--- src/design/phs_pkg.sv ---
// Shared constants and types for the auto phase shedding controller.
package phs_pkg;
	// Register command codes.
	localparam logic [7:0] PHASE_COUNT_OFS = 8'hd0;
	localparam logic [7:0] PHASE_SHED_CONFIG_OFS = 8'hd1;
	localparam logic [7:0] SHED_STATUS_OFS = 8'hd2;
	localparam logic [7:0] MODE_CONTROL_OFS = 8'hd4;
	localparam logic [7:0] MONITOR_OFFSET_TRIM_OFS = 8'he4;

	// Values after reset.
	localparam logic [7:0] PHASE_COUNT_RST = 8'h06;
	localparam logic [7:0] PHASE_SHED_CONFIG_RST = 8'h00;
	localparam logic [7:0] MODE_CONTROL_RST = 8'h00;
	localparam logic [7:0] MONITOR_OFFSET_TRIM_RST = 8'h00;

	// Field positions.
	localparam int MODE_APA_DIS_BIT = 0;
	localparam int MODE_AUTO_DIS_BIT = 2;
	localparam int TRIM_MSB = 4;

	// Phase counts.
	localparam int MAX_PHASES = 6;
	localparam logic [2:0] MAX_PHASE_CNT = 3'h6;

	// Timing.
	localparam int CLK_HZ = 10_000_000;
	localparam int REFRESH_HZ = 20_200;
	localparam int REFRESH_PERIOD_CYC = CLK_HZ / REFRESH_HZ;
	localparam int REFRESH_PULSE_NS = 200;
	localparam int CLK_PERIOD_NS = 100;
	localparam int REFRESH_PULSE_CYC = (REFRESH_PULSE_NS + CLK_PERIOD_NS - 1) / CLK_PERIOD_NS;
	localparam int SHED_DWELL_CYC = 16;
	localparam int STRAP_DELAY_CYC = 3;

	// Reference level at or below which boot refresh stops, in millivolts.
	localparam logic [10:0] REFRESH_OFF_MV = 11'h258;

	// Trip-point scale: first trip current step, in monitor LSBs.
	localparam logic [11:0] I1_STEP = 12'h020;

	// Phase-shedding configuration layout.
	typedef struct packed {
		logic [1:0] first_trip_sel;
		logic [1:0] hyst_sel;
		logic [1:0] k_sel;
		logic [1:0] min_sel;
	} phs_cfg_t;

	// Trip thresholds for the current phase count.
	typedef struct packed {
		logic [11:0] up_trip;
		logic [11:0] down_trip;
	} phs_trip_t;
endpackage

--- src/design/phs_auto_shed.sv ---
// Auto phase shedding controller with boot refresh of dropped phases.
`timescale 1ns/1ps
`default_nettype none
module phs_auto_shed
	import phs_pkg::*;
(
	input wire logic clk_sys, // System clock, 10 MHz.
	input wire logic rstn, // Asynchronous reset, active low.
	input wire logic [7:0] reg_addr, // Register command code.
	input wire logic reg_wr, // Write strobe.
	input wire logic [7:0] reg_wdata, // Write data.
	output logic [7:0] reg_rdata, // Read data, registered.
	input wire logic [9:0] load_current_monitor, // Digitised load current.
	input wire logic [1:0] low_power_phase_count, // Low-power-state-one phase count.
	input wire logic threshold_pin_gnd, // Threshold pin sensed at ground.
	input wire logic [MAX_PHASES-1:0] pwm_tied_high, // PWM pins sensed at supply.
	input wire logic soft_start_done, // Soft-start has finished.
	input wire logic transient_phase_add, // Fast load-transient detector pulse.
	input wire logic ocp_retry, // Overcurrent retry pulse.
	input wire logic [10:0] dac_mv, // Reference DAC level in millivolts.
	output logic [MAX_PHASES-1:0] phase_enable, // Phase runs PWM.
	output logic [MAX_PHASES-1:0] low_side_refresh // Low-side refresh pulse.
);
	logic [7:0] phase_count_r;
	phs_cfg_t phase_shed_config_r;
	logic [7:0] mode_control_r;
	logic [4:0] monitor_offset_trim_r;
	logic [2:0] active_r;
	logic [2:0] active_nxt;
	logic [2:0] populated_r;
	logic [1:0] strap_cnt_r;
	logic strap_done_r;
	logic [MAX_PHASES-1:0] tie_s1_r;
	logic [MAX_PHASES-1:0] tie_s2_r;
	logic gnd_s1_r;
	logic gnd_s2_r;
	logic [4:0] dwell_r;
	logic [8:0] refresh_cnt_r;
	logic refresh_pulse;
	logic [11:0] monitor_trim;
	logic [2:0] min_phases;
	logic [2:0] manual_target;
	logic auto_on;
	logic restore_all;
	phs_trip_t trip;

	// Register writes; the configuration steers the shedding logic directly.
	always_ff @(posedge clk_sys or negedge rstn) begin
		if (!rstn) begin
			phase_count_r <= PHASE_COUNT_RST;
			phase_shed_config_r <= PHASE_SHED_CONFIG_RST;
			mode_control_r <= MODE_CONTROL_RST;
			monitor_offset_trim_r <= MONITOR_OFFSET_TRIM_RST[TRIM_MSB:0];
		end else if (reg_wr) begin
			unique case (reg_addr)
				PHASE_COUNT_OFS: phase_count_r <= reg_wdata;
				PHASE_SHED_CONFIG_OFS: phase_shed_config_r <= reg_wdata;
				MODE_CONTROL_OFS: mode_control_r <= reg_wdata;
				MONITOR_OFFSET_TRIM_OFS: monitor_offset_trim_r <= reg_wdata[TRIM_MSB:0];
				default: ;
			endcase
		end
	end

	// Registered read mux; unmapped codes read as zero.
	always_ff @(posedge clk_sys or negedge rstn) begin
		if (!rstn) begin
			reg_rdata <= 8'h00;
		end else begin
			unique case (reg_addr)
				PHASE_COUNT_OFS: reg_rdata <= phase_count_r;
				PHASE_SHED_CONFIG_OFS: reg_rdata <= phase_shed_config_r;
				SHED_STATUS_OFS: reg_rdata <= {auto_on, 1'b0, populated_r, active_r};
				MODE_CONTROL_OFS: reg_rdata <= mode_control_r;
				MONITOR_OFFSET_TRIM_OFS: reg_rdata <= {3'h0, monitor_offset_trim_r};
				default: reg_rdata <= 8'h00;
			endcase
		end
	end

	// Pin inputs pass two flip-flops before anything reads them.
	always_ff @(posedge clk_sys or negedge rstn) begin
		if (!rstn) begin
			tie_s1_r <= '0;
			tie_s2_r <= '0;
			gnd_s1_r <= 1'b0;
			gnd_s2_r <= 1'b0;
		end else begin
			tie_s1_r <= pwm_tied_high;
			tie_s2_r <= tie_s1_r;
			gnd_s1_r <= threshold_pin_gnd;
			gnd_s2_r <= gnd_s1_r;
		end
	end

	// Populated count is caught once after reset release, when the
	// synchronisers hold settled pin levels; the lowest tied PWM sets it.
	always_ff @(posedge clk_sys or negedge rstn) begin
		if (!rstn) begin
			strap_cnt_r <= 2'h0;
			strap_done_r <= 1'b0;
			populated_r <= MAX_PHASE_CNT;
		end else if (!strap_done_r) begin
			strap_cnt_r <= strap_cnt_r + 2'h1;
			if (strap_cnt_r == 2'(STRAP_DELAY_CYC - 1)) begin
				strap_done_r <= 1'b1;
				if (tie_s2_r[2]) populated_r <= 3'h2;
				else if (tie_s2_r[3]) populated_r <= 3'h3;
				else if (tie_s2_r[4]) populated_r <= 3'h4;
				else if (tie_s2_r[5]) populated_r <= 3'h5;
				else populated_r <= MAX_PHASE_CNT;
			end
		end
	end

	// Monitor reading with signed offset trim, clamped at zero.
	always_comb begin
		logic signed [12:0] sum;
		sum = 13'sd0;
		sum = $signed({3'h0, load_current_monitor}) +
			$signed({{8{monitor_offset_trim_r[TRIM_MSB]}}, monitor_offset_trim_r});
		monitor_trim = sum[12] ? 12'h000 : sum[11:0];
	end

	// Mode decode and the floor and target phase counts.
	always_comb begin
		auto_on = !mode_control_r[MODE_AUTO_DIS_BIT] && !gnd_s2_r;
		restore_all = ocp_retry ||
			(transient_phase_add && !mode_control_r[MODE_APA_DIS_BIT]);
		min_phases = (phase_shed_config_r.min_sel != 2'h0) ?
			{1'b0, phase_shed_config_r.min_sel} : {1'b0, low_power_phase_count};
		if (min_phases == 3'h0) min_phases = 3'h1;
		if (min_phases > populated_r) min_phases = populated_r;
		if (phase_count_r[2:0] == 3'h0 || phase_count_r > {5'h00, populated_r}) begin
			manual_target = populated_r;
		end else begin
			manual_target = phase_count_r[2:0];
		end
	end

	phs_trip_calc u_trip (
		.cfg(phase_shed_config_r),
		.active(active_r),
		.trip(trip)
	);

	// Next phase count: restore events win, then the auto or manual rule.
	always_comb begin
		active_nxt = active_r;
		if (restore_all) begin
			active_nxt = populated_r;
		end else if (!soft_start_done) begin
			active_nxt = populated_r;
		end else if (auto_on) begin
			if (dwell_r == 5'h00) begin
				if (monitor_trim > trip.up_trip && active_r < populated_r) begin
					active_nxt = active_r + 3'h1;
				end else if (monitor_trim < trip.down_trip && active_r > min_phases) begin
					active_nxt = active_r - 3'h1;
				end
			end
		end else if (manual_target < active_r) begin
			// Manual mode only sheds; raising the count waits for a restore.
			active_nxt = manual_target;
		end
		if (active_nxt > populated_r) active_nxt = populated_r;
	end

	// Active count and a dwell timer so each auto-shedding step settles before the next.
	always_ff @(posedge clk_sys or negedge rstn) begin
		if (!rstn) begin
			active_r <= MAX_PHASE_CNT;
			dwell_r <= 5'h00;
		end else begin
			active_r <= active_nxt;
			if (active_nxt != active_r) dwell_r <= 5'(SHED_DWELL_CYC - 1);
			else if (dwell_r != 5'h00) dwell_r <= dwell_r - 5'h01;
		end
	end

	// Boot refresh timebase, stopped while the reference is low.
	always_ff @(posedge clk_sys or negedge rstn) begin
		if (!rstn) begin
			refresh_cnt_r <= 9'h000;
		end else if (dac_mv <= REFRESH_OFF_MV) begin
			refresh_cnt_r <= 9'h000;
		end else if (refresh_cnt_r == 9'(REFRESH_PERIOD_CYC - 1)) begin
			refresh_cnt_r <= 9'h000;
		end else begin
			refresh_cnt_r <= refresh_cnt_r + 9'h001;
		end
	end

	assign refresh_pulse = (refresh_cnt_r < 9'(REFRESH_PULSE_CYC)) &&
		(dac_mv > REFRESH_OFF_MV) && strap_done_r;

	// Drop-order rank of a phase for a populated count; lower ranks go first.
	function automatic logic [2:0] drop_rank(input logic [2:0] pop, input int ph);
		logic [2:0] r;
		r = 3'h0;
		unique case (pop)
			3'h6: r = (ph == 0) ? 3'h5 : (ph == 1) ? 3'h3 : (ph == 2) ? 3'h1 :
				(ph == 3) ? 3'h4 : (ph == 4) ? 3'h2 : 3'h0;
			3'h5: r = (ph == 0) ? 3'h4 : (ph == 1) ? 3'h2 : (ph == 2) ? 3'h3 :
				(ph == 3) ? 3'h1 : 3'h0;
			3'h4: r = (ph == 0) ? 3'h3 : (ph == 1) ? 3'h1 : (ph == 2) ? 3'h2 : 3'h0;
			3'h3: r = (ph == 0) ? 3'h2 : (ph == 1) ? 3'h1 : 3'h0;
			default: r = (ph == 0) ? 3'h1 : 3'h0;
		endcase
		return r;
	endfunction

	// Per-phase enable and refresh; a phase runs while its rank survives.
	genvar gi;
	generate
		for (gi = 0; gi < MAX_PHASES; gi++) begin : g_phase
			logic present;
			logic keep;
			assign present = (gi < populated_r);
			assign keep = present && (drop_rank(populated_r, gi) >= populated_r - active_r);
			always_ff @(posedge clk_sys or negedge rstn) begin
				if (!rstn) begin
					phase_enable[gi] <= 1'b0;
					low_side_refresh[gi] <= 1'b0;
				end else begin
					phase_enable[gi] <= keep;
					low_side_refresh[gi] <= present && !keep && refresh_pulse;
				end
			end
		end
	endgenerate

	// Checks on the design's own behaviour.
	a_floor_kept: assert property (@(posedge clk_sys) disable iff (!rstn)
		(soft_start_done && !restore_all && auto_on && $past(active_r) >= min_phases) |->
		(active_r >= min_phases)) else $error("shed below minimum phase count");
	a_restore_all: assert property (@(posedge clk_sys) disable iff (!rstn)
		(transient_phase_add && !mode_control_r[MODE_APA_DIS_BIT]) |=> (active_r == populated_r))
		else $error("transient add did not restore all phases");
	a_manual_noadd: assert property (@(posedge clk_sys) disable iff (!rstn)
		(soft_start_done && !auto_on && !restore_all && strap_done_r && $past(strap_done_r))
		|=> (active_r <= $past(active_r))) else $error("manual mode added a phase");
	a_auto_gnd_off: assert property (@(posedge clk_sys) disable iff (!rstn)
		(gnd_s2_r && soft_start_done && !restore_all) |=> (active_r <= $past(active_r)))
		else $error("grounded pin left auto shedding on");
	a_drop_cause: assert property (@(posedge clk_sys) disable iff (!rstn)
		(soft_start_done && auto_on && !restore_all && active_nxt < active_r) |->
		(monitor_trim < trip.down_trip)) else $error("phase dropped above drop trip");
	a_add_cause: assert property (@(posedge clk_sys) disable iff (!rstn)
		(soft_start_done && auto_on && !restore_all && active_nxt > active_r) |->
		(monitor_trim > trip.up_trip)) else $error("phase added below add trip");
	a_refresh_low_dac: assert property (@(posedge clk_sys) disable iff (!rstn)
		(dac_mv <= REFRESH_OFF_MV) [*2] |-> (low_side_refresh == '0))
		else $error("boot refresh ran with low reference");
	a_refresh_dropped: assert property (@(posedge clk_sys) disable iff (!rstn)
		(low_side_refresh & phase_enable) == '0) else $error("refresh on a running phase");
	a_refresh_period: assert property (@(posedge clk_sys) disable iff (!rstn)
		(refresh_cnt_r == 9'h000 && dac_mv > REFRESH_OFF_MV) [*1] ##1
		(dac_mv > REFRESH_OFF_MV) [*8] |-> (refresh_cnt_r == 9'h008))
		else $error("refresh timebase not counting");
	a_order_six: assert property (@(posedge clk_sys) disable iff (!rstn)
		(populated_r == 3'h6 && active_r == 3'h5) |=> (!phase_enable[5] || active_r != 3'h5))
		else $error("phase six not dropped first");
endmodule // phs_auto_shed
`default_nettype wire

--- src/design/phs_trip_calc.sv ---
// Trip-point calculator for adding and dropping phases.
`timescale 1ns/1ps
`default_nettype none
module phs_trip_calc
	import phs_pkg::*;
(
	input wire phs_cfg_t cfg, // Phase-shedding configuration.
	input wire logic [2:0] active, // Phases now running.
	output var phs_trip_t trip // Add and drop thresholds.
);
	logic [11:0] first_trip;
	logic [11:0] step;
	logic [11:0] hyst;
	logic [11:0] drop_base;

	// Trip(N) = I1 * (1 + (N-1)/K), K a power of two so the step is a shift.
	always_comb begin
		first_trip = I1_STEP * {10'h000, cfg.first_trip_sel} + I1_STEP;
		step = first_trip >> cfg.k_sel;
		// The step count is widened first, or the top setting would wrap to zero hysteresis.
		hyst = 12'((first_trip * {9'h000, {1'b0, cfg.hyst_sel} + 3'h1}) >> 3);
		trip.up_trip = first_trip + 12'(step * {9'h000, active});
		drop_base = (active == 3'h0) ? first_trip :
			first_trip + 12'(step * {9'h000, active - 3'h1});
		// Saturate so a large hysteresis cannot wrap into a huge threshold.
		trip.down_trip = (drop_base > hyst) ? drop_base - hyst : 12'h000;
	end
endmodule // phs_trip_calc
`default_nettype wire

--- config.mk ---
export PLATFORM = sky130hd
export DESIGN_NAME = phs_auto_shed
export DESIGN_NICKNAME = d
export VERILOG_FILES = /design/src/design/phs_pkg.sv /design/src/design/phs_auto_shed.sv /design/src/design/phs_trip_calc.sv
export SDC_FILE = /design/constraint.sdc
export NUM_CORES = 1
export LEC_CHECK = 0
export ABC_AREA = 1
export BUFFER_PORTS_ARGS = -buffer_cell sky130_fd_sc_hd__buf_2
export CAP_MARGIN = 20
export CORE_ASPECT_RATIO = 1.25
export CORE_MARGIN = 4
export CORE_UTILIZATION = 65
export CTS_CLUSTER_DIAMETER = 60
export DETAILED_ROUTE_END_ITERATION = 8
export GPL_ROUTABILITY_DRIVEN = 0
export PLACE_DENSITY = 0.95
export SYNTH_ARGS = -nofsm -noshare
export SYNTH_HDL_FRONTEND = slang
export SYNTH_SLANG_ARGS = --single-unit
--- constraint.sdc ---
create_clock -name clk_sys -period 20.2 [get_ports clk_sys]
set_input_delay 4.04 -clock clk_sys [delete_from_list [all_inputs] [get_ports clk_sys]]
set_output_delay 4.04 -clock clk_sys [all_outputs]
set_load 0.05 [all_outputs]
### Yosys cells after proc, flatten, opt, wreduce, memory -nomap -nowiden

Cells that the tools add are included.

* register bits: 86
* output and inout bits: 20

* add/sub/neg operators: 12
* $mul: 3
* order comparisons: 24
* equality and inequality tests: 12
* shift operators: 1
* multiplexer cells: 31
* bitwise logic cells: 1
* reduce and logical (&&, ||, !) cells: 48

Operators by type and width (count)
* 8-bit == test, second input constant: 5
* 8-bit one-hot mux with 5 select lines: 1
* 12-bit by 3-bit multiplier with 12-bit output: 3
* 12-bit 2-to-1 mux: 3
* 3-bit 2-to-1 mux: 12
* 12-bit adder: 2
* 1-bit logical AND: 24
* 9-bit 2-to-1 mux: 2
* 3-bit >= comparator: 5
* 11-bit by 5-bit adder with 12-bit output: 1
* 12-bit greater-than comparator: 1
* 12-bit by 9-bit greater-than comparator with 1-bit output: 1
* 12-bit < comparator: 1
* 2-bit one-hot mux with 3 select lines: 2
* 3-bit one-hot mux with 4 select lines: 1
* 12-bit by 2-bit >> shifter with 12-bit output: 1
* 12-bit by 9-bit subtractor with 12-bit output: 1
* 11-bit by 10-bit greater-than comparator with 1-bit output, second input constant: 1
* 11-bit by 10-bit <= comparator with 1-bit output, second input constant: 1
* 2-bit 2-to-1 mux: 5
* 5-bit 2-to-1 mux: 2
* 2-bit AND reduction: 5
* 9-bit by 1-bit adder with 9-bit output, second input constant: 1
* 3-bit == test, second input constant: 3
* other kinds (29): 48

### Longest topological paths before layout

* word-level depth: 19
* depth in mapped cells: 56
* mapped depth without buffers: 55

### Hierarchy

Synthesis repeated with hierarchy kept, for this count alone.

* cells, all modules: 1025
* area total of the unflattened synthesis: 7601.0 µm²

Modules (own cells, without submodules)
* phs_auto_shed: times used 1, cells each 715, area each 5546.6 µm², seq. area each 2059.5 µm²
* phs_trip_calc: times used 1, cells each 310, area each 2054.5 µm², seq. area each 0.0 µm²

### Least setup slack after synthesis

No wires, ideal clock.

* path type: input to register
* from: input load_current_monitor[0]
* to: register dwell_r[0]
* library setup time: 0.132 ns
* arrival: 8.189 ns
* data required time: 20.068 ns
* path slack: 11.879 ns
* stages on the path: 40
* cell sequence: ha_1 -> fa_1 -> nand2_1 -> nand2_1 -> a21oi_1 -> nor2_1 -> nor2_1 -> nor2_1 -> nor2_1 -> inv_1 -> nand2_1 -> inv_1 -> nor2_1 -> o21bai_1 -> nand2_1 -> a21oi_1 -> nor2_1 -> o21ai_0 -> [4 not listed] -> a21oi_1 -> nand2_2 -> nand3_1 -> nand3_1 -> nand2_1 -> nand2_1 -> nand2_2 -> nand2_1 -> ha_1 -> a31oi_1 -> nand2_1 -> inv_1 -> a31oi_1 -> inv_1 -> nand3_2 -> nand3_1 -> nand2_2 -> nand4_1

* word-level cells in the longest chain between the ends: 14
* elaborated cells on any way between the ends: 17
* those cells by class: 1 x add/sub; 3 x order compare; 1 x eq/ne; 9 x mux; 3 x reduce/logical

Ends and longest elaborated chain
* start: declaration: RTL line phs_auto_shed.sv:13 `input wire logic [9:0] load_current_monitor,`
* 11-bit by 5-bit adder with 12-bit output (*): RTL line phs_auto_shed.sv:120 `sum = $signed({3'h0, load_current_monitor}) +`
* 12-bit 2-to-1 mux (*): RTL line phs_auto_shed.sv:122 `monitor_trim = sum[12] ? 12'h000 : sum[11:0];`
* 12-bit < comparator: RTL line phs_auto_shed.sv:158 `end else if (monitor_trim < trip.down_trip && active_r > min_phases) begin`
* 1-bit logical AND: RTL line phs_auto_shed.sv:158
* 3-bit 2-to-1 mux: RTL line phs_auto_shed.sv:158
* 3-bit 2-to-1 mux (*): RTL line phs_auto_shed.sv:156 `if (monitor_trim > trip.up_trip && active_r < populated_r) begin`
* 3-bit 2-to-1 mux (*): RTL line phs_auto_shed.sv:155 `if (dwell_r == 5'h00) begin`
* 3-bit 2-to-1 mux (*): RTL line phs_auto_shed.sv:154 `end else if (auto_on) begin`
* 3-bit 2-to-1 mux (*): RTL line phs_auto_shed.sv:152 `end else if (!soft_start_done) begin`
* 3-bit 2-to-1 mux (*): RTL line phs_auto_shed.sv:150 `if (restore_all) begin`
* 3-bit greater-than comparator: RTL line phs_auto_shed.sv:166 `if (active_nxt > populated_r) active_nxt = populated_r;`
* 3-bit 2-to-1 mux (*): RTL line phs_auto_shed.sv:166
* 3-bit != test (*): RTL line phs_auto_shed.sv:176 `if (active_nxt != active_r) dwell_r <= 5'(SHED_DWELL_CYC - 1);`
* 5-bit 2-to-1 mux / 2-bit nonzero test (equally long branches)
* end signal: assignment: RTL line phs_auto_shed.sv:176
* end signal: assignment: RTL line phs_auto_shed.sv:177 `else if (dwell_r != 5'h00) dwell_r <= dwell_r - 5'h01;`
* end: declaration: RTL line phs_auto_shed.sv:37 `logic [4:0] dwell_r;`

Every way passes the cells marked *; elsewhere a longest branch is shown, timed or not.
A chain may end at the register's enable or synchronous reset.

### Final worst setup path

* from: input load_current_monitor[0]
* to: register dwell_r[1]

* word-level cells in the longest chain between the ends: 14
* elaborated cells on any way between the ends: 17
* those cells by class: 1 x add/sub; 3 x order compare; 1 x eq/ne; 9 x mux; 3 x reduce/logical

Ends and longest elaborated chain
* 11-bit by 5-bit adder with 12-bit output (*): RTL line phs_auto_shed.sv:120
* 12-bit 2-to-1 mux (*): RTL line phs_auto_shed.sv:122
* 12-bit < comparator: RTL line phs_auto_shed.sv:158
* 1-bit logical AND: RTL line phs_auto_shed.sv:158
* 3-bit 2-to-1 mux: RTL line phs_auto_shed.sv:158
* 3-bit 2-to-1 mux (*): RTL line phs_auto_shed.sv:156
* 3-bit 2-to-1 mux (*): RTL line phs_auto_shed.sv:155
* 3-bit 2-to-1 mux (*): RTL line phs_auto_shed.sv:154
* 3-bit 2-to-1 mux (*): RTL line phs_auto_shed.sv:152
* 3-bit 2-to-1 mux (*): RTL line phs_auto_shed.sv:150
* 3-bit greater-than comparator: RTL line phs_auto_shed.sv:166
* 3-bit 2-to-1 mux (*): RTL line phs_auto_shed.sv:166
* named net active_nxt[0]: RTL line phs_auto_shed.sv:29 `logic [2:0] active_nxt;`
* 3-bit != test (*): RTL line phs_auto_shed.sv:176
* 5-bit 2-to-1 mux / 2-bit nonzero test (equally long branches)

The timed path passes the listed nets; every way through them passes the cells marked *.

==> results_dict.tcl <==
set metrics [dict create \
    run_status "complete, no violations" \
    period_minus_slack_ns 9.16 \
    start_util_pct 67.0 \
    p_leak_nw 4.38 \
    yosys-mux-area-fraction_pct 0.313 \
    routed_wl_mm 19.0 \
    area.sequential_sq_mm 0.00206 \
    timing.final.crit_share_pct 45.3 \
    synth.lib_cells_used.distinct 48 \
    nNetsFinal 1197 \
    overflow 0 \
    drt_via_density 6.03 \
    dpl_worst_slack_ns 11.04 \
    first_pass_grt_wire_length_mm 32.3 \
    report.final.slew_viol_count 0 \
    dpl.cell_count 1149 \
    final_hold_viol_count 0 \
    drt-pass1-iter-count 8 \
    cts.hold.buffers_added 0 \
    timing.reg2reg.worst_path_depth 49 \
    postSynthCellCount 960 \
    floorplan.core_area_sq_mm 0.0107 \
    setup.reg_to_reg.worst_slack_ns 11.53 \
    synth_seq_area_share_pct 28.7 \
    syn-num-nets 1129 \
    timing.final.ws_setup_ns 11.04 \
    cts.htree.levels 3 \
    number_of_enable_flip_flop_cells_after_synthesis 0 \
    crit_path_start "load_current_monitor[0]" \
    critPathCaptureType "flip-flop" \
    fp.dieW_microns 102 \
    n_antenna_cell 0 \
    setup-violations-final 0 \
    yosysWarningCount 0 \
    cts_buffers 9 \
    cp_common_cell "nand2_1" \
    numPortBuffers 69 \
    max_freq_mhz 109 \
    clk_pin_slew_worst_paths_ns 0.06 \
    post_cts_resize_count 0 \
    num_rows 42 \
    clock_tree_from_tritoncts "done" \
    dr.first_iter.drc_count 580 \
    clkSinkCount 82 \
    dpl_cell_area_sq_mm 0.00764 \
    crit_buf_inv 5 \
    groute.usage.overall_pct 31.3 \
    fp.dieArea_sq_mm 0.0128 \
    setup_total_negative_slack_ns 0 \
    rsz0062_at_grt "no" \
    synth_top_family_by_area "simple AND/OR/NAND/NOR gates" \
    post-route-cell-area_sq_mm 0.00797 \
    worst_min_path_start "gnd_s1_r" \
    clock_tree.buffer_depth 2 \
    via_count 7024 \
    finalClockSkew_ns 0.00557 \
    floorplan.io_pins 72 \
    worst_ir_drop_vdd_mv 0.0969 \
    final_antenna_net_count 0 \
    max_cap_violations 0 \
    synth.top_cell.area_share_pct 26.5 \
    remaining_drc_errors 0 \
    crit_path_leading_delay_family "simple AND/OR/NAND/NOR gates" \
    cp_max_fo 5 \
    post_synthesis_share_of_cell_area_spent_on_xor_and_xnor_gates_pct 2.07 \
    multi_input_area_sq_mm 0.00444 \
    critical_path.max_stage_delay_ns 0.39 \
    post_synth_fa_ha_maj_area_fraction_pct 22.5 \
    synth_top_cells_by_area "dfrtp_1 26%, ha_1 17%, nand2_1 11%, inv_1 8.6%, fa_1 5.6%" \
    die_height_microns 126 \
    critical_path.startpoint_type "primary input" \
    timing.rr.end "dwell_r[1]" \
    synthesis.area_sq_mm 0.00719 \
    design_power_total_w 0.000785 \
    synthesis.area_per_instance_sq_um 7.49 \
    hold-path-endpoint "gnd_s2_r" \
    worst_hold_path.num_cells 0 \
    yosysTopAreaCell "dfrtp_1" \
    grt_pass1_vias 7172 \
    post_synth_most_frequent_cells "210 x nand2_1, 164 x inv_1, 97 x ha_1" \
    holdCritPathClass "reg2reg" \
    clk_latency_ns 0.34 \
    post_synth_and_or_nand_nor_area_fraction_pct 25.9 \
    avgRoutedWirePerCell_microns 16.3 \
    timing.max_slew.rel_slack_pct 32.6 \
    powerDensity_mw_per_mm2 98.4 \
    synthMostInstantiatedCell "nand2_1" \
    post_cts.repair.setup_buffers 0 \
    layoutNonFillerInstCount 1165 \
    worst_margin_pin_slew_ns 1.01 \
    criticalPathCategory "in2reg" \
    library_cell_contributing_the_largest_single_delay_on_the_critical_path "fa_1" \
    antenna_found_initial 0 \
    cts_root_buf "clkbuf_16" \
    required_time_of_the_critical_path_ns 20.41 \
    fillerInstances 734 \
    ys_ff_latch 82 \
    async_s_r_ff_share_synth_pct 100 \
    compound_gate_portion_of_the_synthesized_area_pct 10.9 \
    grt_max_degree 83 \
    synth_flop_cell "dfrtp_1" \
    arrival_ns 9.37 \
    critical_path.reg2reg.startpoint "active_r[0]" \
    synthToLayoutAreaGrowth_pct 10.9 \
    post_route_cells_drive_above_1_share_pct 12.6 \
    detailed_place_hpwl_mm 13.4 \
]
[per-layer routing]
metal / up-vias / wire [microns] / GRT usage, %
met3: 125 / 1190 / 4.12
met2: 362 / 9810 / 55.2
met4: 0 / 1210 / 20.0
met5: - / 0 / 0
li1: 3244 / - / -
met1: 3293 / 6760 / 34.5
[state kept, by name, summed over array words and instances (netlist names)]
register	cells
gnd_s1_r	1
low_side_refresh	6
monitor_offset_trim_r	5
phase_count_r	8
gnd_s2_r	1
active_r	3
tie_s2_r	4
refresh_cnt_r	9
populated_r	3
mode_control_r	8
strap_cnt_r	2
strap_done_r	1
tie_s1_r	4
phase_shed_config_r	8
reg_rdata	8
phase_enable	6
dwell_r	5
[report_power, final]
| group | internal [W] | total (W) | switching (W) |
|---|---|---|---|
| Combinational | 0.000142 | 0.000404 | 0.000262 |
| Clock | 0.000115 | 0.000180 | 0.0000649 |
| Sequential | 0.000182 | 0.000201 | 0.0000185 |
| Total | 0.000439 | 0.000785 | 0.000346 |
[layout by cell type, fill, tap and decap left out, types with 2 or more instances in the layout]
| master | count |
|---|---|
| clkbuf_16 | 9 |
| nand2_2 | 12 |
| clkbuf_8 | 2 |
| nor2_1 | 96 |
| nand2_1 | 210 |
| buf_2 | 68 |
| nor3b_1 | 3 |
| o21ai_0 | 56 |
| nor3_1 | 12 |
| dfstp_2 | 6 |
| or2_2 | 7 |
| bufinv_16 | 2 |
| fa_1 | 20 |
| nor2_2 | 3 |
| dfrtp_1 | 76 |
| o221ai_1 | 3 |
| nand3_2 | 9 |
| a31oi_1 | 6 |
| o21a_1 | 3 |
| xnor2_1 | 8 |
| inv_2 | 2 |
| a211oi_1 | 3 |
| a221oi_1 | 3 |
| xor2_1 | 9 |
| nand4_1 | 11 |
| o21ai_1 | 3 |
| o22ai_1 | 8 |
| o21bai_1 | 2 |
| mux2_2 | 2 |
| o211ai_1 | 3 |
| a21oi_1 | 47 |
| nand3_1 | 48 |
| ha_1 | 97 |
| inv_1 | 164 |
| nor4_1 | 4 |
[cell families (layout without fill, tap and decap cells)]
kind of cell,after synthesis,after routing
simple gates,421,421
buf+inv,179,252
compound gates,141,141
fa+ha+maj,117,117
flops,82,82
xor+xnor,17,17
mux,2,2
other cells,1,1
[cell type report]
type / instances / area share, %
Inverter: 167 / 7.93
Sequential cell: 82 / 25.8
Timing Repair Buffer: 69 / 4.36
Tap cell: 132 / 2.07
Multi-Input combinational cell: 699 / 55.7
Clock inverter: 4 / 0.926
Clock buffer: 12 / 3.22
[stage by stage]
step	hold WS [ns]	utilization [%]
final	0.347	74.3
after global routing	0.359	74.3
after CTS	0.350	74.3
after detailed placement	0.339	71.3
after global placement	0.331	71.3
after floorplan	0.331	-
[how the worst max path moves through the flow]
stage / slack (ns) / to / depth (start not counted)
after floorplan: 11.88 / dwell_r[0] / 40
after global placement: 11.14 / dwell_r[3] / 41
after detailed placement: 11.04 / dwell_r[4] / 43
after CTS: 11.17 / dwell_r[2] / 41
after global routing: 10.56 / dwell_r[2] / 41
final: 11.04 / dwell_r[1] / 42
Power figures use the tool's default switching activity.
